<file path="src/core/uart_baud_regs.svh">
`ifndef UART_BAUD_REGS_SVH
`define UART_BAUD_REGS_SVH

// register byte offsets
`define OFS_OVERSAMPLE   8'h00
`define OFS_MODE2        8'h04
`define OFS_SAMPLE_POS   8'h08
`define OFS_PRESCALER    8'h0C
`define OFS_BAUD_DIV     8'h10
`define OFS_STATUS       8'h14

// reset values
`define RST_OVERSAMPLE   4'h0
`define RST_MODE2        1'h0
`define RST_SAMPLE_POS   8'h06
`define RST_PRESCALER    5'h00
`define RST_BAUD_DIV     12'h000

// oversample decode
`define OVR_CODE_MIN     4'h7
`define OVR_RATE_MAX     5'h10
`define AUTO_POS_OFFSET  5'h03
`define SAMPLE_SPAN      4'h2

// prescaler in half steps: half-units = code + 2, capped
`define PSC_HALF_BASE    6'h02
`define PSC_HALF_STEP    6'h02
`define PSC_CODE_MAX     5'h1D

// bus answers
`define RESP_OKAY        2'h0
`define RESP_SLVERR      2'h2

`endif

</file>
<file path="src/core/uart_baud_pkg.sv">
package uart_baud_pkg;

   typedef struct packed {
      logic valid;
      logic value;
   } sample_t;

   typedef struct packed {
      logic       osTick;
      logic       bitTick;
      logic [3:0] phase;
   } baud_tick_t;

endpackage

</file>
<file path="src/core/uart_baud_sample_timing.sv">
// Our own choices: the AXI4-Lite interface to the registers and the placing of the registers.
`timescale 1ns/1ps
`default_nettype none
`include "uart_baud_regs.svh"

// How it works
// - sample position resets to six, four-bit field
// - programmed position used only in manual mode
// - oversample periods counted from zero per bit
// - automatic start period follows oversample rate
// - manual mode starts samples at programmed field
// - bit rate is clock over O*N*P
// - divisor divides by programmed value plus one
// - half-step prescaler factors from 1.0 to 15.5
// - oversample codes 0-6 give sixteen, else value
// - mode bit clear automatic, set uses register
module uart_baud_sample_timing
(
   input  wire logic                   clk,
   input  wire logic                   rst_b,
   input  wire logic [31:0]            s_axi_awaddr,
   input  wire logic                   s_axi_awvalid,
   output logic                        s_axi_awready,
   input  wire logic [31:0]            s_axi_wdata,
   input  wire logic [3:0]             s_axi_wstrb,
   input  wire logic                   s_axi_wvalid,
   output logic                        s_axi_wready,
   output logic [1:0]                  s_axi_bresp,
   output logic                        s_axi_bvalid,
   input  wire logic                   s_axi_bready,
   input  wire logic [31:0]            s_axi_araddr,
   input  wire logic                   s_axi_arvalid,
   output logic                        s_axi_arready,
   output logic [31:0]                 s_axi_rdata,
   output logic [1:0]                  s_axi_rresp,
   output logic                        s_axi_rvalid,
   input  wire logic                   s_axi_rready,
   input  wire logic                   rxd,
   input  wire logic                   bitRestart,
   output uart_baud_pkg::baud_tick_t   ticks,
   output uart_baud_pkg::sample_t      sample
);
   import uart_baud_pkg::*;

   // ----------------------------------------
   // helpers
   // ----------------------------------------
   function automatic logic [4:0] osRateOf(input logic [3:0] code);
      osRateOf = (code < `OVR_CODE_MIN) ? `OVR_RATE_MAX : {1'b0, code};
   endfunction

   function automatic logic byteHit(input logic [31:0] addr, input logic [7:0] ofs);
      byteHit = (addr[31:8] == 24'h000000) && (addr[7:0] == ofs);
   endfunction

   // ----------------------------------------
   // registers
   // ----------------------------------------
   logic [3:0]  overReg;
   logic        modeReg;
   logic [7:0]  posReg;
   logic [4:0]  pselReg;
   logic [11:0] divReg;

   logic        awHeld_reg;
   logic        wHeld_reg;
   logic [31:0] awAddr_reg;
   logic [31:0] wData_reg;
   logic [3:0]  wStrb_reg;
   logic        bValid_reg;
   logic [1:0]  bResp_reg;
   logic        rValid_reg;
   logic [1:0]  rResp_reg;
   logic [31:0] rData_reg;
   logic        doWrite;
   logic        wrMapped;

   assign s_axi_awready = !awHeld_reg;
   assign s_axi_wready  = !wHeld_reg;
   assign s_axi_bvalid  = bValid_reg;
   assign s_axi_bresp   = bResp_reg;
   assign s_axi_arready = !rValid_reg;
   assign s_axi_rvalid  = rValid_reg;
   assign s_axi_rresp   = rResp_reg;
   assign s_axi_rdata   = rData_reg;

   assign doWrite  = awHeld_reg && wHeld_reg && !bValid_reg;
   assign wrMapped = byteHit(awAddr_reg, `OFS_OVERSAMPLE) || byteHit(awAddr_reg, `OFS_MODE2)
                  || byteHit(awAddr_reg, `OFS_SAMPLE_POS) || byteHit(awAddr_reg, `OFS_PRESCALER)
                  || byteHit(awAddr_reg, `OFS_BAUD_DIV) || byteHit(awAddr_reg, `OFS_STATUS);

   // address and data are latched apart so either may arrive first
   always_ff @(posedge clk)
   begin
      if (!rst_b)
      begin
         awHeld_reg <= 1'b0;
         wHeld_reg  <= 1'b0;
         awAddr_reg <= 32'h00000000;
         wData_reg  <= 32'h00000000;
         wStrb_reg  <= 4'h0;
      end
      else
      begin
         if (s_axi_awvalid && !awHeld_reg)
         begin
            awHeld_reg <= 1'b1;
            awAddr_reg <= s_axi_awaddr;
         end
         else if (doWrite)
            awHeld_reg <= 1'b0;
         if (s_axi_wvalid && !wHeld_reg)
         begin
            wHeld_reg <= 1'b1;
            wData_reg <= s_axi_wdata;
            wStrb_reg <= s_axi_wstrb;
         end
         else if (doWrite)
            wHeld_reg <= 1'b0;
      end
   end

   always_ff @(posedge clk)
   begin
      if (!rst_b)
      begin
         bValid_reg <= 1'b0;
         bResp_reg  <= `RESP_OKAY;
      end
      else if (doWrite)
      begin
         bValid_reg <= 1'b1;
         bResp_reg  <= wrMapped ? `RESP_OKAY : `RESP_SLVERR;
      end
      else if (s_axi_bready)
         bValid_reg <= 1'b0;
   end

   // status is read-only; writes to it are accepted and dropped
   always_ff @(posedge clk)
   begin
      if (!rst_b)
      begin
         overReg <= `RST_OVERSAMPLE;
         modeReg <= `RST_MODE2;
         posReg  <= `RST_SAMPLE_POS;
         pselReg <= `RST_PRESCALER;
         divReg  <= `RST_BAUD_DIV;
      end
      else if (doWrite)
      begin
         if (wStrb_reg[0] && byteHit(awAddr_reg, `OFS_OVERSAMPLE))
            overReg <= wData_reg[3:0];
         if (wStrb_reg[0] && byteHit(awAddr_reg, `OFS_MODE2))
            modeReg <= wData_reg[0];
         if (wStrb_reg[0] && byteHit(awAddr_reg, `OFS_SAMPLE_POS))
            posReg <= {4'h0, wData_reg[3:0]};
         if (wStrb_reg[0] && byteHit(awAddr_reg, `OFS_PRESCALER))
            pselReg <= wData_reg[4:0];
         if (wStrb_reg[0] && byteHit(awAddr_reg, `OFS_BAUD_DIV))
            divReg[7:0] <= wData_reg[7:0];
         if (wStrb_reg[1] && byteHit(awAddr_reg, `OFS_BAUD_DIV))
            divReg[11:8] <= wData_reg[11:8];
      end
   end

   // ----------------------------------------
   // read channel
   // ----------------------------------------
   logic [3:0] osCnt;
   sample_t    sample_reg;
   logic       rxLevel;

   always_ff @(posedge clk)
   begin
      if (!rst_b)
      begin
         rValid_reg <= 1'b0;
         rResp_reg  <= `RESP_OKAY;
         rData_reg  <= 32'h00000000;
      end
      else if (s_axi_arvalid && !rValid_reg)
      begin
         rValid_reg <= 1'b1;
         rResp_reg  <= `RESP_OKAY;
         if (byteHit(s_axi_araddr, `OFS_OVERSAMPLE))
            rData_reg <= {28'h0000000, overReg};
         else if (byteHit(s_axi_araddr, `OFS_MODE2))
            rData_reg <= {31'h00000000, modeReg};
         else if (byteHit(s_axi_araddr, `OFS_SAMPLE_POS))
            rData_reg <= {24'h000000, posReg};
         else if (byteHit(s_axi_araddr, `OFS_PRESCALER))
            rData_reg <= {27'h0000000, pselReg};
         else if (byteHit(s_axi_araddr, `OFS_BAUD_DIV))
            rData_reg <= {20'h00000, divReg};
         else if (byteHit(s_axi_araddr, `OFS_STATUS))
            rData_reg <= {26'h0000000, osCnt, sample_reg.value, rxLevel};
         else
         begin
            rData_reg <= 32'h00000000;
            rResp_reg <= `RESP_SLVERR;
         end
      end
      else if (s_axi_rready)
         rValid_reg <= 1'b0;
   end

   // ----------------------------------------
   // baud generation
   // ----------------------------------------
   logic [5:0]  halfAcc;
   logic [5:0]  halfSum;
   logic [5:0]  halfDiv;
   logic        presTick;
   logic [11:0] baudCnt;
   logic        osTick;
   logic [4:0]  osRate;

   // half-step factor as an accumulator; the jitter is one clock
   assign halfDiv = (pselReg > `PSC_CODE_MAX) ? ({1'b0, `PSC_CODE_MAX} + `PSC_HALF_BASE)
                                             : ({1'b0, pselReg} + `PSC_HALF_BASE);
   assign halfSum  = halfAcc + `PSC_HALF_STEP;
   assign presTick = (halfSum >= halfDiv);
   assign osRate   = osRateOf(overReg);

   always_ff @(posedge clk)
   begin
      if (!rst_b)
         halfAcc <= 6'h00;
      else if (!presTick)
         halfAcc <= halfSum;
      // a residue left from a larger factor is dropped, so the rhythm settles at once
      else if ((halfSum - halfDiv) >= halfDiv)
         halfAcc <= 6'h00;
      else
         halfAcc <= halfSum - halfDiv;
   end

   always_ff @(posedge clk)
   begin
      if (!rst_b)
      begin
         baudCnt <= 12'h000;
         osTick  <= 1'b0;
      end
      else
      begin
         // a divisor lowered mid-count wraps at once instead of running to the top
         osTick <= presTick && (baudCnt >= divReg);
         if (presTick)
            baudCnt <= (baudCnt >= divReg) ? 12'h000 : baudCnt + 12'h001;
      end
   end

   // ----------------------------------------
   // bit phase and sampling
   // ----------------------------------------
   logic       rxMeta;
   logic       rxS2;
   logic       rxS3;
   logic       bitTick;
   logic [3:0] firstPos;
   logic [4:0] autoPos;
   logic [1:0] votes;

   // a change counts only once the second and third stages agree
   always_ff @(posedge clk)
   begin
      if (!rst_b)
      begin
         rxMeta  <= 1'b1;
         rxS2    <= 1'b1;
         rxS3    <= 1'b1;
         rxLevel <= 1'b1;
      end
      else
      begin
         rxMeta <= rxd;
         rxS2   <= rxMeta;
         rxS3   <= rxS2;
         if (rxS2 == rxS3)
            rxLevel <= rxS3;
      end
   end

   assign autoPos  = (osRate - `AUTO_POS_OFFSET) >> 1;
   // manual position only when mode bit set
   assign firstPos = modeReg ? posReg[3:0] : autoPos[3:0];

   // period count from zero to rate-1
   always_ff @(posedge clk)
   begin
      if (!rst_b)
      begin
         osCnt   <= 4'h0;
         bitTick <= 1'b0;
      end
      else
      begin
         bitTick <= osTick && (osCnt == 4'(osRate - 5'h01));
         if (bitRestart)
            osCnt <= 4'h0;
         else if (osTick)
            osCnt <= (osCnt == 4'(osRate - 5'h01)) ? 4'h0 : osCnt + 4'h1;
      end
   end

   // position beyond rate-3 loses the last samples; software must avoid it
   always_ff @(posedge clk)
   begin
      if (!rst_b)
      begin
         votes      <= 2'h0;
         sample_reg <= '{valid: 1'b0, value: 1'b1};
      end
      else
      begin
         sample_reg.valid <= 1'b0;
         if (osTick && !bitRestart)
         begin
            if (osCnt == firstPos)
               votes[0] <= rxLevel;
            if (osCnt == firstPos + 4'h1)
               votes[1] <= rxLevel;
            if (osCnt == firstPos + `SAMPLE_SPAN)
            begin
               sample_reg.valid <= 1'b1;
               sample_reg.value <= (votes[0] & votes[1]) | (votes[0] & rxLevel)
                                 | (votes[1] & rxLevel);
            end
         end
      end
   end

   assign ticks  = '{osTick: osTick, bitTick: bitTick, phase: osCnt};
   assign sample = sample_reg;
endmodule
`default_nettype wire

</file>
<file path="config.mk">
export PLATFORM = sky130hd
export DESIGN_NAME = uart_baud_sample_timing
export DESIGN_NICKNAME = d
export VERILOG_FILES = /design/src/core/uart_baud_pkg.sv /design/src/core/uart_baud_sample_timing.sv
export VERILOG_INCLUDE_DIRS = /design/src /design/src/core
export SDC_FILE = /design/constraint.sdc
export NUM_CORES = 1
export LEC_CHECK = 0
export BUFFER_PORTS_ARGS = -buffer_cell sky130_fd_sc_hd__buf_2
export CORE_MARGIN = 2
export CORE_UTILIZATION = 33
export CTS_BUF_LIST = sky130_fd_sc_hd__clkbuf_8
export CTS_CLUSTER_SIZE = 20
export DETAILED_ROUTE_END_ITERATION = 7
export SYNTH_ARGS = -nofsm -noshare
export SYNTH_HDL_FRONTEND = slang
export SYNTH_SLANG_ARGS = --single-unit
</file>
<file path="constraint.sdc">
create_clock -name clk -period 4.5 [get_ports clk]
set_clock_uncertainty 0.1 [all_clocks]
set_input_delay 0.225 -clock clk [delete_from_list [all_inputs] [get_ports clk]]
set_output_delay 0.225 -clock clk [all_outputs]
set_load 0.01 [all_outputs]
</file>
# Word level (Yosys, flattened, before mapping)
# Index checks and enable logic that the tools add are counted.
[op_classes]
add_sub_neg = 9
magnitude_cmp = 5
eq_ne = 15
n_mux = 28
bitwise = 6
n_reduce_logical = 55
[op_table]
columns = ["cell", "count"]
rows = [
  ["two-way mux 12 bit", 6],
  ["zero test 24 bit", 2],
  ["equality test 8 x 4 -> 1 bit, second input constant", 4],
  ["equality test 8 x 5 -> 1 bit, second input constant", 4],
  ["logical AND 1 bit", 26],
  ["two-way mux 6 bit", 4],
  ["AND reduction 2 bit", 10],
  ["equality test 4 bit", 4],
  ["equality test 8 x 3 -> 1 bit, second input constant", 2],
  ["zero test 8 bit", 2],
  ["two-way mux 2 bit", 8],
  ["adder 12 x 1 -> 12 bit, second input constant", 1],
  ["greater-or-equal comparator 12 bit", 1],
  ["greater-or-equal comparator 6 bit", 2],
  ["adder 4 x 1 -> 4 bit, second input constant", 2],
  ["two-way mux 4 bit", 2],
  ["nonzero test 2 bit", 4],
  ["two-way mux 1 bit", 7],
  ["adder 5 x 2 -> 6 bit, second input constant", 1],
  ["adder 6 x 2 -> 6 bit, second input constant", 1],
  ["subtractor 6 bit", 1],
  ["greater-than comparator 5 bit, second input constant", 1],
  ["zero test 1 bit", 5],
  ["logical OR 1 bit", 5],
  ["10 further kinds", 13],
]
[totals]
ff_bits = 144
in_bits = 109
word_cells = 147

# Depth between registers and ports, before layout
# Gate-level depths: netlist (run 1).
[depth]
depth_word = 8
depth_mapped = 18

# Worst setup path before layout (run 1)
# OpenSTA, ideal clock, no wires.
[synth_timing]
path_type = "reg-to-reg"
start = "register pselReg[1]"
end = "register halfAcc[3]"
setup_time_ns = 0.060
t_arrival_ns = 3.389
required_time_ns = 4.340
slack_ns = 0.951
stages_incl_launch_ff = 18
n_path_buf = 0
path_cell_list = "dfxtp_1 -> inv_1 -> ha_1 -> a21o_1 -> a21oi_1 -> xnor2_1 -> ha_1 -> o31ai_1 -> a21oi_1 -> nor2_1 -> xnor2_1 -> ha_1 -> and4_1 -> o21a_1 -> a221oi_1 -> nand2_1 -> nor2_1 -> a32o_1"
[synth_between]
elab_chain_cells = 6
[synth_lines]
columns = ["element", "line_no", "text"]
rows = [
  ["from (decl)", "uart_baud_sample_timing.sv:62", "logic [4:0] pselReg;"],
  ["from (signal assigned)", "uart_baud_sample_timing.sv:147", "pselReg <= `RST_PRESCALER;"],
  ["from (signal assigned)", "uart_baud_sample_timing.sv:159", "pselReg <= wData_reg[4:0];"],
  ["adder 5 x 2 -> 6 bit (no line) or greater-than comparator 5 bit (tied branches)", "-", ""],
  ["two-way mux 6 bit (*)", "uart_baud_sample_timing.sv:220", "assign halfDiv = (pselReg > `PSC_CODE_MAX) ? ({1'b0, `PSC_CODE_MAX} + `PSC_HALF_BASE)"],
  ["subtractor 6 bit", "uart_baud_sample_timing.sv:233, uart_baud_sample_timing.sv:236", ""],
  ["greater-or-equal comparator 6 bit", "uart_baud_sample_timing.sv:233", "else if ((halfSum - halfDiv) >= halfDiv)"],
  ["two-way mux 6 bit", "uart_baud_sample_timing.sv:233", ""],
  ["two-way mux 6 bit (*)", "uart_baud_sample_timing.sv:230", "else if (!presTick)"],
  ["to (signal assigned)", "uart_baud_sample_timing.sv:231", "halfAcc <= halfSum;"],
  ["to (signal assigned)", "uart_baud_sample_timing.sv:236", "halfAcc <= halfSum - halfDiv;"],
  ["to (decl)", "uart_baud_sample_timing.sv:211", "logic [5:0] halfAcc;"],
]
# Every way passes the cells marked *; elsewhere a longest branch is shown, timed or not.
# A chain may end at the register's enable or synchronous reset.

# Worst setup path after layout (run 1)
[layout_timing]
start = "register pselReg[1]"
end = "register halfAcc[4]"
# The elaborated chain is that of the path after synthesis.

==> results of run 1 <==
[critical path, delay by kind of cell, from the launching register on]
family,cells,cell delay [ps]
AOI/OAI and AO/OA,7,1590
adders and majority gates,3,770
and+or+nand+nor,4,680
DFF,1,460
xor gates and xnor gates,2,290
buffers and inverters,1,150
[cell type report]
class	count	area share
flip-flops and latches	122	0.297
clock inverters	13	0.0187
clock buffers	18	0.0302
repair buffers	170	0.138
well taps	265	0.0404
inverters	30	0.0137
multi-input cells	593	0.462
[placed cells by master (no fill, tap or decap), types with 4 or more instances in the layout]
cell type and count:
nand2_1 148, dfxtp_1 122, buf_2 112, dlygate4sd3_1 54, a21boi_0 51, nor2b_1 36
inv_1 31, ha_1 31, a21oi_1 27, mux2i_1 27, nand3_1 25, nor2_1 24
o21ai_0 23, conb_1 22, clkbuf_8 18, nand2b_1 17, xnor2_1 14, xor2_1 11
nor4_1 11, nor3_1 9, a32oi_1 9, a21o_1 8, a22oi_1 7, and3_1 6
nand4_1 6, o32ai_1 6, o21a_1 5, and2_1 5, a22o_1 4, a211oi_1 4
o22ai_1 4, nand3b_1 4, or4_1 4, clkinv_2 4, buf_4 4
[metrics by stage]
stage	cell area (µm²)	std cells	util
2_1_floorplan	6720	815	-
3_3_place_gp	7270	1126	0.371
3_5_place_dp	7270	1126	0.371
4_1_cts	8220	1211	0.419
5_1_grt	8220	1211	0.419
6_report	8220	1211	0.419
[synthesized netlist by cell type (17+ instances only)]
| library cell | n | area [µm²] |
|---|---|---|
| nand2_1 | 148 | 556 |
| mux2i_1 | 27 | 270 |
| inv_1 | 30 | 113 |
| a21boi_0 | 51 | 383 |
| clkbuf_1 | 39 | 146 |
| o21ai_0 | 23 | 115 |
| nand3_1 | 25 | 125 |
| nand2b_1 | 17 | 106 |
| a21oi_1 | 27 | 135 |
| dfxtp_1 | 122 | 2440 |
| buf_4 | 25 | 188 |
| nor2_1 | 24 | 90.1 |
| nor2b_1 | 37 | 231 |
| ha_1 | 31 | 388 |
[power groups by stage]
stage	sequential, µW	combinational (µW)	clock [µW]
global placement	1190	509	0
finish	1170	555	1010
CTS	1170	554	1030
global route	1180	623	1080
floorplan	1170	414	0
detailed placement	1190	516	0
[routing by layer]
metal	vias up	routed length (µm)	track usage
met3	16	686	0.0398
li1	2995	-	-
met4	0	198	0.0485
met5	-	0	0
met2	124	7740	0.268
met1	2713	7660	0.197
[final timing paths]
path              depth (start not counted)               startpoint                     endpoint  slack [ps]
setup / recovery                         17  pselReg[1]$_SDFFE_PN0P_        halfAcc[4]$_SDFF_PN0_         400
hold / removal                            3          s_axi_araddr[1]  s_axi_rresp[1]$_SDFFE_PN0P_          30
setup reg to reg                         17  pselReg[1]$_SDFFE_PN0P_        halfAcc[4]$_SDFF_PN0_         400
hold reg to reg                           1        rxMeta$_SDFF_PN1_              rxS2$_SDFF_PN1_         320
[repair_timing]
item                                    in CTS  in global routing
hold buffers                                54                  0
endpoints found under the setup margin       0                  0
gates resized for setup                      0                  0
endpoints found under the hold margin       52                  0
[logic make-up after synthesis]
group | count (synthesis) | share of synthesized area
AND/OR/NAND/NOR | 315 | 0.235
AO/OA/AOI/OAI | 170 | 0.187
flip-flops | 122 | 0.368
buffers and inverters | 100 | 0.0727
adder cells (fa/ha/maj) | 33 | 0.0614
multiplexers | 28 | 0.0424
XOR/XNOR | 25 | 0.0330
other | 1 | 0.000565
==> results.cfg, run 1 <==
[die]
rows = 51
initial_utilization = 0.339
core_mm2 = 0.0196
die_w_um = 146
dieArea_mm2 = 0.0213
ios = 158
die_y_um = 146

[power]
switchingPower_uw = 801
power.total_uw = 2730
max-vdd-ir-drop_v = 0.000195
power_frac_seq = 0.428
pwr-share-comb = 0.203
p_sw_frac = 0.293
p_int_uw = 1930
clockPowerShare = 0.369
p_per_area_mw_per_mm2 = 333
power_leakage_uw = 0.00347

[cells_and_area]
register_area_mm2 = 0.00244
antenna_cells = 0
drive_gt1_frac = 0.168
synthToLayoutAreaGrowth_pct = 23.7
multi_input_area_mm2 = 0.00380
fill_cells = 1978
largest_reg_flops = 32
num-nets-final = 1074

[global_routing]
grt_max_degree = 99
overflow = 0
first_global_vias = 5705
grt_usage = 0.158
antenna_found_initial = 0
grt_pass1_wl_um = 27700

[critical_path]
arrival_ps = 4380
cp.required_ps = 4780
crit_path_max_fanout = 8
cpPeakStageDelay_ps = 460
path_cells = inv_1, ha_1, a21o_1, a21oi_1, xnor2_1, ha_1, o31ai_1, a21oi_1, nor2_1, xnor2_1, ha_1, and4_1, o21a_1, a221oi_1, nand2_1, nor2_1, a32o_1
crit_top_cell = ha_1
start_kind = register
end_kind = register
path_class = register to register
cp_slowest_cell = dfxtp_1

[drt]
via_count = 5848
routed_wl_um = 16300
remaining_drc_errors = 0
wl_per_cell_um = 13.4
drt_iter0_markers = 203
ant_nets = 0
drtPass1Iterations = 4
vias_per_cell = 4.83

[timing]
hold-worst-slack_ps = 28.0
slew_viol_final = 0
fin_crit_ps = 4100
hold_viol = 0
fmax_mhz = 244
tightest_slew_ps = 1200
final.setup.tns_ps = 0
rsz0062_at_grt = no
layout_setup_ws_ps = 398
finalSetupViolCount = 0
fin_crit_sh = 0.912
max_slew_margin = 0.194

[synth]
synthesis.area_mm2 = 0.00664
syn_inst = 794
synth_flop_cell = dfxtp_1
yosys_register_bits = 122
ys_seq_area_frac = 0.368
ys_warn_count = 0
ys_types = 64
async_reset_ff_frac = 0
synth_edf_count = 0
synth.avg_cell_area_um2 = 8.36

[clocking]
root_buffer = clkbuf_8
htree_levels = 4
cts_buffers = 17
cts_tree = built
cts.sinks = 122
clockBufferDepth = 2
clk_transition_reported_paths_ps = 70
cts_setup_buffers = 0
clk_latency_ps = 440

[placement]
dp_hpwl_um = 11400
dpl_worst_slack_ps = 413
port_buffers = 113
routabilityCongestion = 0.785

[job]
drv_cap = 0

[min_path]
hold_path_class = input port to register

[outcome]
status = finished clean
Power figures use the tool's default switching activity.
==> run 2: changes to the inputs <==
--- a/config.mk
+++ b/config.mk
@@ -12,6 +12,7 @@
 export CTS_BUF_LIST = sky130_fd_sc_hd__clkbuf_8
 export CTS_CLUSTER_SIZE = 20
 export DETAILED_ROUTE_END_ITERATION = 7
+export MAX_ROUTING_LAYER = met4
 export SYNTH_ARGS = -nofsm -noshare
 export SYNTH_HDL_FRONTEND = slang
 export SYNTH_SLANG_ARGS = --single-unit
==> constraint.sdc (replaced) <==
create_clock -name clk -period 4.12 [get_ports clk]
set_clock_uncertainty 0.1 [all_clocks]
set_input_delay 0.206 -clock clk [delete_from_list [all_inputs] [get_ports clk]]
set_output_delay 0.206 -clock clk [all_outputs]
set_load 0.01 [all_outputs]
==> run 2 against run 1 <==
Effect of this change: sequential share of layout area fell by 0.053 points; critical endpoint is now halfAcc[3]$_SDFF_PN0_; first-iteration DRC count rose by 3.0%; wire length fell by 1.6%; design area rose by 0.23%; largest cell class unchanged.
==> results.cfg, run 2 (synthesis results as in run 1) <==
[clocking]
clk_latency_ps = 450
clk_transition_reported_paths_ps = 80
clockBufferDepth = 2
root_buffer = clkbuf_8
htree_levels = 4
cts_tree = built
cts.sinks = 122
cts_buffers = 17

[placement]
dpl_worst_slack_ps = 104
dp_hpwl_um = 11400
port_buffers = 113
routabilityCongestion = 0.820
dpl_cell_area_mm2 = 0.00729

[die]
die_y_um = 146
initial_utilization = 0.339
dieArea_mm2 = 0.0213
core_mm2 = 0.0196
ios = 158
die_w_um = 146
rows = 51

[cells_and_area]
fin_util = 0.420
drive_gt1_frac = 0.175
most-common-layout-cells = nand2_1, dfxtp_1, buf_2
layout_commonest_cell = nand2_1
design_area_mm2 = 0.00823
largest_reg_flops = 32
synthToLayoutAreaGrowth_pct = 24.0
antenna_cells = 0
num-nets-final = 1077

[critical_path]
r2r_end = halfAcc[3]$_SDFF_PN0_
path_buf_inv = 1
path_class = register to register
crit_path_max_fanout = 8
critical_path.startpoint = pselReg[1]$_SDFFE_PN0P_
worstSetupEndpoint = halfAcc[3]$_SDFF_PN0_
rr_startpoint = pselReg[1]$_SDFFE_PN0P_
start_kind = register
path_cells = inv_1, ha_1, a21o_1, a21oi_2, xnor2_1, ha_1, o31ai_1, a21oi_1, nor2_1, xnor2_1, ha_1, and4_1, o21a_1, a221oi_2, nand2_1, nor2_1, a32o_1
crit_top_cell = ha_1
cp.required_ps = 4400
ff2ff_path_depth = 17
cp.depth = 17
cp_slowest_cell = dfxtp_2
cpPeakStageDelay_ps = 400
reg2reg_slack_ps = 290
end_kind = register
arrival_ps = 4110
crit_family = compound AO/OA/AOI/OAI gates

[power]
power.total_uw = 2950
max-vdd-ir-drop_v = 0.000236
power_leakage_uw = 0.00347
p_per_area_mw_per_mm2 = 358

[drt]
ant_nets = 0
routed_wl_um = 16000
wl_per_cell_um = 13.2
drtPass1Iterations = 5
vias_per_cell = 4.81
drt_iter0_markers = 209
via_count = 5844
remaining_drc_errors = 0

[min_path]
hold_path_class = input port to register

[timing]
tightest_slew_ps = 1180
slew_viol_final = 0
fin_crit_sh = 0.929
final.setup.tns_ps = 0
fin_crit_ps = 3830
rsz0062_at_grt = no
max_slew_margin = 0.210
layout_setup_ws_ps = 291
finalSetupViolCount = 0
fmax_mhz = 261
hold_viol = 0

[global_routing]
grt_pass1_wl_um = 26900
overflow = 0
grt_max_degree = 97
first_global_vias = 5568
antenna_found_initial = 0
grt_usage = 0.159

[job]
drv_cap = 0

[outcome]
status = finished clean
[run 2: worst min path at each step]
| stage | start | endpoint | slack (ps) | depth (start not counted) |
|---|---|---|---|---|
| after floorplan | rxd | rxMeta$_SDFF_PN1_ | 210 | 1 |
| after global placement | rxMeta$_SDFF_PN1_ | rxS2$_SDFF_PN1_ | 290 | 1 |
| after detailed placement | rxMeta$_SDFF_PN1_ | rxS2$_SDFF_PN1_ | 300 | 1 |
| after CTS | bitRestart | osCnt[2]$_SDFFE_PP0P_ | 30 | 3 |
| after global routing | bitRestart | osCnt[3]$_SDFFE_PP0P_ | 60 | 3 |
| final | bitRestart | osCnt[3]$_SDFFE_PP0P_ | 50 | 3 |
[run 2: cell type report]
cell class,instances,area [µm²]
flip-flops and latches,122,2440
well taps,265,332
fillers,1971,11400
clock buffers,21,289
inverters,30,113
multi-input cells,593,3810
repair buffers,173,1160
clock inverters,10,92.6
[run 2: repair_timing]
item / CTS / global route
endpoints found under the setup margin: 0 / 6
hold endpoints to repair: 52 / 0
buffers inserted: 0 / 0
resized for setup: 0 / 5
hold buffers: 55 / 0
[run 2: per-layer routing]
metal / track usage / part of all wire / up-vias
li1: - / - / 2998
met1: 0.203 / 0.49 / 2706
met2: 0.248 / 0.46 / 125
met3: 0.0348 / 0.039 / 15
met4: 0.0515 / 0.012 / 0
met5: - / 0 / -
[run 2: through the flow]
step / instances / hold WS (ps)
after floorplan: 815 / 207
after CTS: 1214 / 30.0
after global routing: 1214 / 55.1
after detailed placement: 1128 / 299
after global placement: 1128 / 294
final: 1214 / 46.3
[run 2: worst min-delay path, cell delays in order]
cell	delay, ps
buf_2	110
nand2b_1	170
a211oi_1	60
[run 2: power breakdown]
group	internal [µW]	switching, µW	leakage, µW
sequential	1230	49.6	0.000993
combinational	302	336	0.00229
clock	536	498	0.000186
